`src/hw/tpp_pkg.sv`:
```
// Constants, register map and field layout of the timed pulse pattern block
// Summary of operation
// - On each output trigger every next-data bit of the triggered group whose enable bit is 1 is copied into the output data register.
// - Output data bits whose enable bit is 0 are left unchanged by the output trigger.
// - Software writes to an output data bit are ignored while its enable bit is 1.
// - Software writes to an output data bit are accepted while its enable bit is 0, to preset the pulse level.
// - The low four next-data bits move to the output data register on the trigger chosen by the group 0 select.
// - Counter 0 counts while its run bit is 1 and holds its value while the run bit is 0.
// - With the clear select at 010 counter 0 is cleared on a compare B match.
// - With the edge select at 00 the counter advances on falling internal edges or rising external edges.
// - With the prescale select at 010 the counter is clocked from the system clock divided by sixteen.
// - The compare A interrupt is raised only while the compare A flag and its enable bit are both 1.
// - The compare B flag is set to 1 on a compare B match and stays 1 until software writes 1 to it.
// - The compare A flag is set to 1 on a compare A match and stays 1 until software writes 1 to it.
// - Compare registers A and B are 16 bits wide and are compared with counter 0 at each count tick while it runs.
// - With the group 0 trigger field at 00 a compare A match of timer channel 0 triggers output group 0.
`default_nettype none
package tpp_pkg;
  localparam int ADDR_W = 24;
  localparam int DATA_W = 16;
  // Register byte addresses
  localparam logic [23:0] ADR_MATCH_FLAGS = 24'hFFFFD5;
  localparam logic [23:0] ADR_COMPARE_A   = 24'hFFFFD8;
  localparam logic [23:0] ADR_COMPARE_B   = 24'hFFFFDA;
  localparam logic [23:0] ADR_NEXT_ENABLE = 24'hFFFFC0;
  localparam logic [23:0] ADR_OUTPUT_DATA = 24'hFFFFC1;
  localparam logic [23:0] ADR_NEXT_VALUE  = 24'hFFFFC2;
  localparam logic [23:0] ADR_TRIG_SELECT = 24'hFFFFC3;
  localparam logic [23:0] ADR_RUN_CONTROL = 24'hFFFFC4;
  localparam logic [23:0] ADR_CONTROL     = 24'hFFFFC5;
  localparam logic [23:0] ADR_IRQ_ENABLE  = 24'hFFFFC6;
  // Reset values
  localparam logic [15:0] RST_COMPARE     = 16'hFFFF;
  localparam logic [7:0]  RST_TRIG_SELECT = 8'hFF;
  localparam logic [7:0]  RST_BYTE        = 8'h00;
  // Field positions
  localparam int FLAG_A     = 0;
  localparam int FLAG_B     = 1;
  localparam int RUN_BIT    = 0;
  localparam int COUNTER_CLEAR_SELECT_LSB   = 5;
  localparam int CLOCK_EDGE_SELECT_LSB   = 3;
  localparam int PRESCALE_SELECT_LSB   = 0;
  localparam int GRP_FIELDS = 2;
  localparam int GRP_BITS   = 4;
  // Field encodings
  localparam logic [2:0] COUNTER_CLEAR_SELECT_NONE = 3'h0;
  localparam logic [2:0] COUNTER_CLEAR_SELECT_A    = 3'h1;
  localparam logic [2:0] COUNTER_CLEAR_SELECT_B    = 3'h2;
  localparam logic [1:0] EDGE_FALL = 2'h0;
  localparam logic [1:0] EDGE_RISE = 2'h1;
  localparam logic [2:0] PSC_1     = 3'h0;
  localparam logic [2:0] PSC_4     = 3'h1;
  localparam logic [2:0] PSC_16    = 3'h2;
  localparam logic [2:0] PSC_64    = 3'h3;
  localparam logic [1:0] TRIG_CH0  = 2'h0;
  // Prescaler bit whose edges give each division
  localparam int PRE_W      = 6;
  localparam int PRE_BIT_4  = 1;
  localparam int PRE_BIT_16 = 3;
  localparam int PRE_BIT_64 = 5;
endpackage : tpp_pkg
`default_nettype wire

```
`src/hw/tpp_top.sv`:
```
// Timer channel 0 with compare match flags driving two latched pulse pattern output groups
`default_nettype none
module tpp_top
  import tpp_pkg::*;
(
  input  wire logic              clk_sys,       // System clock, 40 MHz
  input  wire logic              sys_rst,       // Synchronous reset, active high
  input  wire logic [ADDR_W-1:0] reg_addr,      // Register byte address
  input  wire logic [DATA_W-1:0] reg_wdata,     // Register write data
  input  wire logic              reg_wr,        // Write strobe
  input  wire logic              reg_rd,        // Read strobe
  output logic      [DATA_W-1:0] reg_rdata,     // Read data, cycle after strobe
  input  wire logic              ext_clk_in,    // External count clock
  output logic      [7:0]        pulse_out,     // Pulse pattern to motor stage
  output logic                   compare_a_irq, // Compare A request
  output logic                   irq            // Combined request of flags whose enable bit is 1
);

  // All state of the block
  typedef struct packed {
    logic [PRE_W-1:0]  pre;
    logic              ext;
    logic [15:0]       counter0;
    logic [15:0]       cmp_a;
    logic [15:0]       cmp_b;
    logic [7:0]        ctrl;
    logic [7:0]        run;
    logic [7:0]        ien;
    logic [1:0]        flags;
    logic [7:0]        next_val;
    logic [7:0]        next_en;
    logic [7:0]        out_data;
    logic [7:0]        trig_sel;
    logic [DATA_W-1:0] rdata;
    logic              irq_a;
    logic              irq;
  } tpp_state_t;

  tpp_state_t s_q;
  tpp_state_t s_d;

  logic [PRE_W-1:0] pre_inc;
  logic [2:0]       psc;
  logic [1:0]       edge_sel;
  logic [2:0]       clr_sel;
  logic             int_fall;
  logic             int_rise;
  logic             ext_rise;
  logic             ext_fall;
  logic             tick;
  logic             match_a;
  logic             match_b;
  logic [1:0]       clear_mask;
  logic [7:0]       trig_bits;
  logic [7:0]       wr_mask;
  int               bsel;

  assign pre_inc  = s_q.pre + PRE_W'(1);
  assign psc      = s_q.ctrl[PRESCALE_SELECT_LSB +: 3];
  assign edge_sel = s_q.ctrl[CLOCK_EDGE_SELECT_LSB +: 2];
  assign clr_sel  = s_q.ctrl[COUNTER_CLEAR_SELECT_LSB +: 3];

  // Edges of the divided internal clock and of the external clock
  always_comb
  begin
    bsel = PRE_BIT_16;
    case (psc)
      PSC_4:   bsel = PRE_BIT_4;
      PSC_16:  bsel = PRE_BIT_16;
      PSC_64:  bsel = PRE_BIT_64;
      default: bsel = PRE_BIT_16;
    endcase
    int_fall = s_q.pre[bsel] & ~pre_inc[bsel];
    int_rise = ~s_q.pre[bsel] & pre_inc[bsel];
    ext_rise = ext_clk_in & ~s_q.ext;
    ext_fall = ~ext_clk_in & s_q.ext;
  end

  // Count tick: undivided clock counts every cycle, codes 1xx pick the pin
  always_comb
  begin
    tick = 1'b0;
    if (psc == PSC_1)
      tick = 1'b1;
    else if (psc[2])
    begin
      case (edge_sel)
        EDGE_FALL: tick = ext_rise;
        EDGE_RISE: tick = ext_fall;
        default:   tick = ext_rise | ext_fall;
      endcase
    end
    else
    begin
      case (edge_sel)
        EDGE_FALL: tick = int_fall;
        EDGE_RISE: tick = int_rise;
        default:   tick = int_fall | int_rise;
      endcase
    end
  end

  // A match is taken once, at the count edge that ends the equal period
  assign match_a = s_q.run[RUN_BIT] & tick & (s_q.counter0 == s_q.cmp_a);
  assign match_b = s_q.run[RUN_BIT] & tick & (s_q.counter0 == s_q.cmp_b);

  // Output trigger per group of four bits; only channel 0 exists here
  generate
    for (genvar g = 0; g < GRP_FIELDS; g++)
    begin : g_trig
      assign trig_bits[g*GRP_BITS +: GRP_BITS] =
        {GRP_BITS{(s_q.trig_sel[g*2 +: 2] == TRIG_CH0) & match_a}};
    end
  endgenerate

  // Flags cleared by writing one; a match in the same cycle wins
  assign clear_mask = (reg_wr && reg_addr == ADR_MATCH_FLAGS) ? reg_wdata[1:0] : 2'h0;

  // Enabled bits are shielded from software writes
  assign wr_mask = ~s_q.next_en;

  // Next state
  always_comb
  begin
    s_d     = s_q;
    s_d.pre = pre_inc;
    s_d.ext = ext_clk_in;

    // Counter: hold while stopped, clear on selected match, else step and wrap
    if (s_q.run[RUN_BIT] && tick)
    begin
      if ((clr_sel == COUNTER_CLEAR_SELECT_B && match_b) || (clr_sel == COUNTER_CLEAR_SELECT_A && match_a))
        s_d.counter0 = 16'h0000;
      else
        s_d.counter0 = s_q.counter0 + 16'h0001;
    end

    s_d.flags[FLAG_A] = (s_q.flags[FLAG_A] & ~clear_mask[FLAG_A]) | match_a;
    s_d.flags[FLAG_B] = (s_q.flags[FLAG_B] & ~clear_mask[FLAG_B]) | match_b;

    // Software writes
    if (reg_wr)
    begin
      case (reg_addr)
        ADR_COMPARE_A:   s_d.cmp_a    = reg_wdata;
        ADR_COMPARE_B:   s_d.cmp_b    = reg_wdata;
        ADR_NEXT_ENABLE: s_d.next_en  = reg_wdata[7:0];
        ADR_OUTPUT_DATA: s_d.out_data = (s_q.out_data & ~wr_mask) | (reg_wdata[7:0] & wr_mask);
        ADR_NEXT_VALUE:  s_d.next_val = reg_wdata[7:0];
        ADR_TRIG_SELECT: s_d.trig_sel = reg_wdata[7:0];
        ADR_RUN_CONTROL: s_d.run      = reg_wdata[7:0];
        ADR_CONTROL:     s_d.ctrl     = reg_wdata[7:0];
        ADR_IRQ_ENABLE:  s_d.ien      = reg_wdata[7:0];
        default:         s_d.run      = s_q.run;
      endcase
    end

    // Trigger copies enabled bits only and overrides a same-cycle write
    s_d.out_data = (s_d.out_data & ~(trig_bits & s_q.next_en))
                 | (s_q.next_val & trig_bits & s_q.next_en);

    // Read data stand only in the cycle after the strobe
    s_d.rdata = '0;
    if (reg_rd)
    begin
      case (reg_addr)
        ADR_MATCH_FLAGS: s_d.rdata = {14'h0000, s_q.flags};
        ADR_COMPARE_A:   s_d.rdata = s_q.cmp_a;
        ADR_COMPARE_B:   s_d.rdata = s_q.cmp_b;
        ADR_NEXT_ENABLE: s_d.rdata = {8'h00, s_q.next_en};
        ADR_OUTPUT_DATA: s_d.rdata = {8'h00, s_q.out_data};
        ADR_NEXT_VALUE:  s_d.rdata = {8'h00, s_q.next_val};
        ADR_TRIG_SELECT: s_d.rdata = {8'h00, s_q.trig_sel};
        ADR_RUN_CONTROL: s_d.rdata = {8'h00, s_q.run};
        ADR_CONTROL:     s_d.rdata = {8'h00, s_q.ctrl};
        ADR_IRQ_ENABLE:  s_d.rdata = {8'h00, s_q.ien};
        default:         s_d.rdata = '0;
      endcase
    end

    // Requests follow the flags of the next state so they leave flops
    s_d.irq_a = s_d.flags[FLAG_A] & s_d.ien[FLAG_A];
    s_d.irq   = |(s_d.flags & s_d.ien[1:0]);
  end

  // State register
  always_ff @(posedge clk_sys)
  begin
    if (sys_rst)
    begin
      s_q          <= '0;
      s_q.cmp_a    <= RST_COMPARE;
      s_q.cmp_b    <= RST_COMPARE;
      s_q.trig_sel <= RST_TRIG_SELECT;
      s_q.ctrl     <= RST_BYTE;
      s_q.run      <= RST_BYTE;
    end
    else
      s_q <= s_d;
  end

  assign reg_rdata     = s_q.rdata;
  assign pulse_out     = s_q.out_data;
  assign compare_a_irq = s_q.irq_a;
  assign irq           = s_q.irq;

endmodule // tpp_top
`default_nettype wire

```
`config.mk`:
```
export PLATFORM = sky130hd
export DESIGN_NAME = tpp_top
export DESIGN_NICKNAME = d
export VERILOG_FILES = /design/src/hw/tpp_pkg.sv /design/src/hw/tpp_top.sv
export SDC_FILE = /design/constraint.sdc
export NUM_CORES = 1
export LEC_CHECK = 0
export ABC_CLOCK_PERIOD_IN_PS = 4900
export BUFFER_PORTS_ARGS = -buffer_cell sky130_fd_sc_hd__buf_2
export CELL_PAD_IN_SITES_DETAIL_PLACEMENT = 1
export CELL_PAD_IN_SITES_GLOBAL_PLACEMENT = 1
export CORE_MARGIN = 2
export CORE_UTILIZATION = 49
export CTS_CLUSTER_DIAMETER = 40
export DETAILED_ROUTE_END_ITERATION = 8
export GPL_ROUTABILITY_DRIVEN = 1
export PLACE_DENSITY = 0.87
export SLEW_MARGIN = 20
export SYNTH_ARGS = -nofsm -noshare
export SYNTH_HDL_FRONTEND = slang
export SYNTH_SLANG_ARGS = --single-unit
```
`constraint.sdc`:
```
create_clock -name clk_sys -period 4.9 [get_ports clk_sys]
set_input_delay 1.225 -clock clk_sys [delete_from_list [all_inputs] [get_ports clk_sys]]
set_output_delay 1.225 -clock clk_sys [all_outputs]
set_load 0.005 [all_outputs]
```
==> results.cfg, run 1 <==
[logic_synthesis]
ys_warn_count = 0
avgSynthCellArea_um2 = 9.21
synth_seq_cells = 131
netlist_instances = 728
netlist_area_um2 = 6700
synthFlopType = dfxtp_1
syn-num-nets = 779
yosysSeqAreaShare_pct = 39.1
ys_types = 61
synth_edf_count = 0
async_reset_ff_share_pct = 0

[floorplan]
rows = 42
die_h_um = 121
core_um2 = 13300
die_area_um2 = 14600
die_x_um = 121
pin_count = 71
start_util_pct = 50.4

[clocking]
clk_pin_slew_ns = 0.06
hold_buffers = 0
postCtsSetupBuffers = 0
cts_tree = built
cts.path.max_buffers = 2
cts.sinks = 131
cts.repair.resized = 0
htreeDepth = 4
clock_latency_ns = 0.43
root_buffer = clkbuf_16
cts_buffers = 17

[sta]
clock_skew_ns = 0.0105
rsz0062_at_grt = no
maxSlewViolCount = 0
finalSetupViolations = 0
max_freq_ghz = 0.303
post-route-period-util_pct = 67.4
slew_headroom_pct = 33.3
worstMarginPinSlew_ns = 1.00
final.min_clock_period_ns = 3.30
hold_viol = 0
tns_ns = 0

[power_and_ir_drop]
p_leak_uw = 0.00300
cellPowerDensity_nw_per_um2 = 333
peakVddDrop_uv = 236

[critical_path]
max_stage_delay_ns = 0.47
crit_path_end_kind = flip-flop
worstPathArrival_ns = 3.63
path_class = input pin to flip-flop
slowest_stage = nand3_1
path_max_fanout = 34
path_cells = buf_2 -> nand2b_1 -> nor2_2 -> nand3_1 -> mux2_2 -> nor2_1 -> a211oi_1
start_kind = input pin
crit_required_ns = 5.22

[layout]
nets = 796
stdcell_count = 934
area_growth_syn_to_layout_pct = 12.4
drive_above_1_share_pct = 19.0
num_antenna_cells = 0
nFillCells = 1534

[global_route]
grt_pass1_vias = 5947
grt_usage_pct = 29.5
antenna_found_initial = 0
grt_remaining_overflow = 0
grt_pass1_wl_um = 32700
grt_max_degree = 41

[placed_design]
gp_congestion = 0.904
hpwl_um = 14300
io_buffers = 70
dpl.cell_count = 901

[routing]
vias_per_cell = 6.04
drt_iter0_drc = 495
ant_nets = 0
route.detailed.drc = 0
firstDrtPassIters = 5
via_count = 5637
wl_per_cell_um = 22.3
finalWirelength_um = 20800

[worst_hold_path]
hold_path.class = flip-flop to flip-flop

[flow_run]
max_cap_violations = 0

[run_status]
status = completed
==> cell type report <==
| type | instances | area, µm² | area share, % |
|---|---|---|---|
| multi-input combinational | 512 | 3650 | 48.4 |
| tap | 176 | 220 | 2.92 |
| clock buffer | 18 | 429 | 5.70 |
| sequential | 131 | 2620 | 34.8 |
| inverter | 8 | 30.0 | 0.399 |
| clock inverter | 14 | 188 | 2.49 |
| timing repair buffer | 75 | 395 | 5.25 |
==> cells by family after synthesis <==
logic type,Yosys count,synth area share [%]
flip-flops,131,39.1
XOR/XNOR,48,6.27
multiplexers,90,13.7
AO/OA/AOI/OAI,98,11.0
buffers and inverters,85,6.61
AND/OR/NAND/NOR,270,22.3
adder cells (fa/ha/maj),6,1.12
==> critical path: cells and delay by family <==
family          cells  cell delay (ns)
mux                 1             0.37
simple gates        4             1.31
compound gates      1             0.28
buf+inv             1             0.42
==> sequential cells by signal, indices dropped and copies added, names as in the netlist <==
signal and flops:
s_q 97, reg_rdata 16, pulse_out 8, clr_sel 3
psc 3, edge_sel 2, compare_a_irq 1, irq 1
==> layer usage <==
metal	vias to the layer above	wire [µm]	global-route usage, %
li1	2570	-	-
met1	2800	8400	34.2
met2	217	10700	51.7
met3	50	1160	6.77
met4	0	612	13.1
met5	-	0	0
==> power by group <==
group / switching (µW) / internal (µW) / total [µW]
Combinational: 67.0 / 32.3 / 99.3
Sequential: 2.43 / 1070 / 1070
Clock: 490 / 847 / 1340
Total: 559 / 1950 / 2510
==> final timing paths <==
check | to | slack [ns] | from | depth (start not counted)
setup / recovery | pulse_out[6]$_SDFF_PP0_ | 1.60 | reg_addr[1] | 7
hold / removal | s_q[125]$_SDFF_PP0_ | 0.46 | s_q[125]$_SDFF_PP0_ | 1
setup reg to reg | s_q[114]$_SDFFE_PP0P_ | 1.78 | s_q[126]$_SDFF_PP0_ | 13
hold reg to reg | s_q[125]$_SDFF_PP0_ | 0.46 | s_q[125]$_SDFF_PP0_ | 1
==> metrics by stage <==
stage	util (%)	area, µm²	setup WS (ns)	hold slack (ns)	power [µW]
3_3_place_gp	51.9	6900	1.35	0.439	1190
5_1_grt	56.7	7530	1.47	0.507	2570
6_report	56.7	7530	1.60	0.461	2510
2_1_floorplan	-	6700	2.01	0.426	1150
4_1_cts	56.5	7510	1.58	0.472	2520
3_5_place_dp	51.9	6900	1.17	0.459	1190
==> placed cells by master, fill, tap and decap left out, drive strengths merged, types with 11 or more instances in the layout <==
| cell | Yosys | layout |
|---|---|---|
| clkbuf | 39 | 18 |
| nor2 | 79 | 79 |
| nor2b | 28 | 28 |
| a21oi | 19 | 19 |
| nor3 | 21 | 21 |
| dfxtp | 131 | 131 |
| nand4 | 18 | 18 |
| xnor2 | 32 | 32 |
| xor2 | 16 | 16 |
| buf | 38 | 75 |
| nand2b | 11 | 11 |
| nand2 | 52 | 52 |
| a211o | 24 | 24 |
| o21ai | 12 | 12 |
| nand3 | 24 | 24 |
| mux2i | 81 | 81 |
==> synth_stat cells (16+ instances only) <==
cell      count  area [µm²]
clkbuf_1     38         143
mux2i_1      81         811
nor2_1       67         251
nand4_1      16         100
a21oi_1      19        95.1
nand2_1      52         195
nor3_1       19        95.1
dfxtp_1     131        2620
xor2_1       16         140
buf_4        28         210
nor2b_1      28         175
a211o_1      24         210
nand3_1      21         105
xnor2_1      32         280
Note: power is estimated with default switching activity, not from simulation.
==> run 2: changes to the inputs <==
Settings changed: ABC_CLOCK_PERIOD_IN_PS 4900 to 2830, CORE_UTILIZATION 49 to 41, PLACE_DENSITY 0.87 to 0.78.
Clock period 4.9 ns to 2.83 ns, I/O delays scaled along.
==> results.cfg, run 2 (same netlist as run 1, synthesis figures left out) <==
[clocking]
clock_latency_ns = 0.43
cts_buffers = 17
hold_buffers = 0
cts.path.max_buffers = 2
htreeDepth = 4
cts_tree = built
clk_pin_slew_ns = 0.06
cts.sinks = 131
root_buffer = clkbuf_16

[layout]
num_antenna_cells = 0
largest_reg_flops = 97
multi_input_area_um2 = 3750
area_growth_syn_to_layout_pct = 19.1
final_common_cell = dfxtp_1
nets = 825
drive_above_1_share_pct = 24.2
register_area_um2 = 2630
nFillCells = 1849
final_cell_mix = dfxtp_1, mux2i_1, buf_2, nor2_1, nand2_1
top_register = s_q

[floorplan]
die_area_um2 = 17400
rows = 46
start_util_pct = 42.0
core_um2 = 15900
die_x_um = 132
pin_count = 71
die_h_um = 132

[routing]
via_count = 5606
route.detailed.drc = 0
vias_per_cell = 5.59
finalWirelength_um = 20700
wl_per_cell_um = 20.6
firstDrtPassIters = 5
ant_nets = 0
drt_iter0_drc = 372

[critical_path]
path_buf_inv = 1
reg2reg_from = s_q[126]$_SDFF_PP0_
path_cells = and3_4 -> nand3_2 -> xor2_2 -> a21oi_1 -> o21a_1 -> inv_1 -> ha_2 -> mux2_4 -> a2111o_1 -> and3_4 -> a41o_4 -> a31o_4 -> a21oi_2
path_max_fanout = 8
crit_required_ns = 3.19
path_class = flip-flop to flip-flop
worstPathArrival_ns = 3.24
crit_family = compound AO/OA/AOI/OAI gates
max_stage_delay_ns = 0.39
crit_top_cell = and3_4
crit_path_end_kind = flip-flop
start_kind = flip-flop
worst-r2r-cell-count = 13
slowest_stage = a2111o_1
reg2reg_to = s_q[118]$_SDFFE_PP0P_
rrSetupSlack_ns = -0.05

[placed_design]
hpwl_um = 14500
gp_congestion = 0.827
io_buffers = 70

[sta]
finalSetupViolations = 12
max_freq_ghz = 0.347
slew_headroom_pct = 57.9
rsz0062_at_grt = yes
worstMarginPinSlew_ns = 0.626
clock_skew_ns = 0.00875
hold_ws_ns = 0.479
final.min_clock_period_ns = 2.88
post-route-period-util_pct = 102
hold_viol = 0
final.setup.worst_slack_ns = -0.0503
maxSlewViolCount = 0

[power_and_ir_drop]
cellPowerDensity_nw_per_um2 = 575
peakVddDrop_uv = 452
power_uw = 4590
p_leak_uw = 0.00318

[run_status]
status = finished with violations
violations = negative setup slack

[global_route]
antenna_found_initial = 0
grt_pass1_wl_um = 33200
grt_max_degree = 60
grt_usage_pct = 24.0
grt_remaining_overflow = 0
grt_pass1_vias = 6072

[flow_run]
max_cap_violations = 0

[worst_hold_path]
hold_path.class = flip-flop to flip-flop
hold_path_end = s_q[24]$_SDFFE_PP1P_
hold_path.startpoint = s_q[24]$_SDFFE_PP1P_
whs_path_depth = 2
[run 2: changes by cell type in the layout (fill, tap and decap cells not counted), sizes merged]
| cell | change |
|---|---|
| a31o | +1 |
| buf | +28 |
| bufinv | +2 |
| clkbuf | +4 |
| clkinv | -3 |
| clkinvlp | -4 |
[run 2: power by group]
group          leakage (µW)  internal (µW)  switching (µW)
clock network      0.000336           1740             819
logic               0.00179           63.0             115
registers           0.00106           1850            4.33
[run 2: how the worst max path moves through the flow]
stage                                   start  cells past startpoint                      end  slack (ns)
after floorplan           s_q[125]$_SDFF_PP0_                     14    s_q[111]$_SDFFE_PP0P_        0.06
after global placement    s_q[126]$_SDFF_PP0_                     13    s_q[118]$_SDFFE_PP0P_      -0.005
after detailed placement  s_q[126]$_SDFF_PP0_                     13    s_q[108]$_SDFFE_PP0P_       -0.09
after CTS                 s_q[126]$_SDFF_PP0_                     13    s_q[122]$_SDFFE_PP0P_       0.005
after global routing      s_q[126]$_SDFF_PP0_                     14  pulse_out[7]$_SDFF_PP0_       -0.14
final                     s_q[126]$_SDFF_PP0_                     13    s_q[118]$_SDFFE_PP0P_       -0.05
[run 2: cell type report]
| class | count | area share [%] |
|---|---|---|
| timing repair buffer | 103 | 7.85 |
| sequential | 131 | 32.9 |
| inverter | 8 | 0.376 |
| tap | 216 | 3.38 |
| clock inverter | 9 | 2.49 |
| clock buffer | 22 | 6.06 |
| multi-input combinational | 513 | 47.0 |
[run 2: through the flow]
stage / TNS [ns] / setup WS (ns) / utilization, % / instance area [µm²] / instances
floorplan: 0 / 0.0634 / - / 6700 / 728
global placement: -0.0150 / -0.00538 / 44.9 / 7160 / 966
detailed placement: -1.06 / -0.0899 / 44.9 / 7160 / 966
CTS: 0 / 0.00483 / 49.4 / 7880 / 998
global route: -2.53 / -0.139 / 50.1 / 7990 / 1002
finish: -0.344 / -0.0503 / 50.1 / 7990 / 1002
[run 2: worst register-to-register path, delay by kind of cell, from the launching register on]
kind	cells	cell delay, ns
XOR/XNOR	1	0.16
flip-flops	1	0.35
AO/OA/AOI/OAI	6	1.34
adder cells (fa/ha/maj)	1	0.16
buffers and inverters	1	0.05
AND/OR/NAND/NOR	3	0.49
multiplexers	1	0.26
[run 2: what timing repair did]
action	CTS	global route
cloned	1	0
setup buffers	0	4
pin swaps	6	18
setup endpoints to repair	26	26
resized for setup	8	16
[run 2: per-layer routing]
| layer | track usage (%) | vias to the layer above | wire [µm] |
|---|---|---|---|
| li1 | - | 2621 | - |
| met1 | 28.6 | 2793 | 8670 |
| met2 | 42.4 | 151 | 10700 |
| met3 | 5.31 | 41 | 859 |
| met4 | 8.15 | 0 | 483 |
| met5 | 0 | - | 0 |
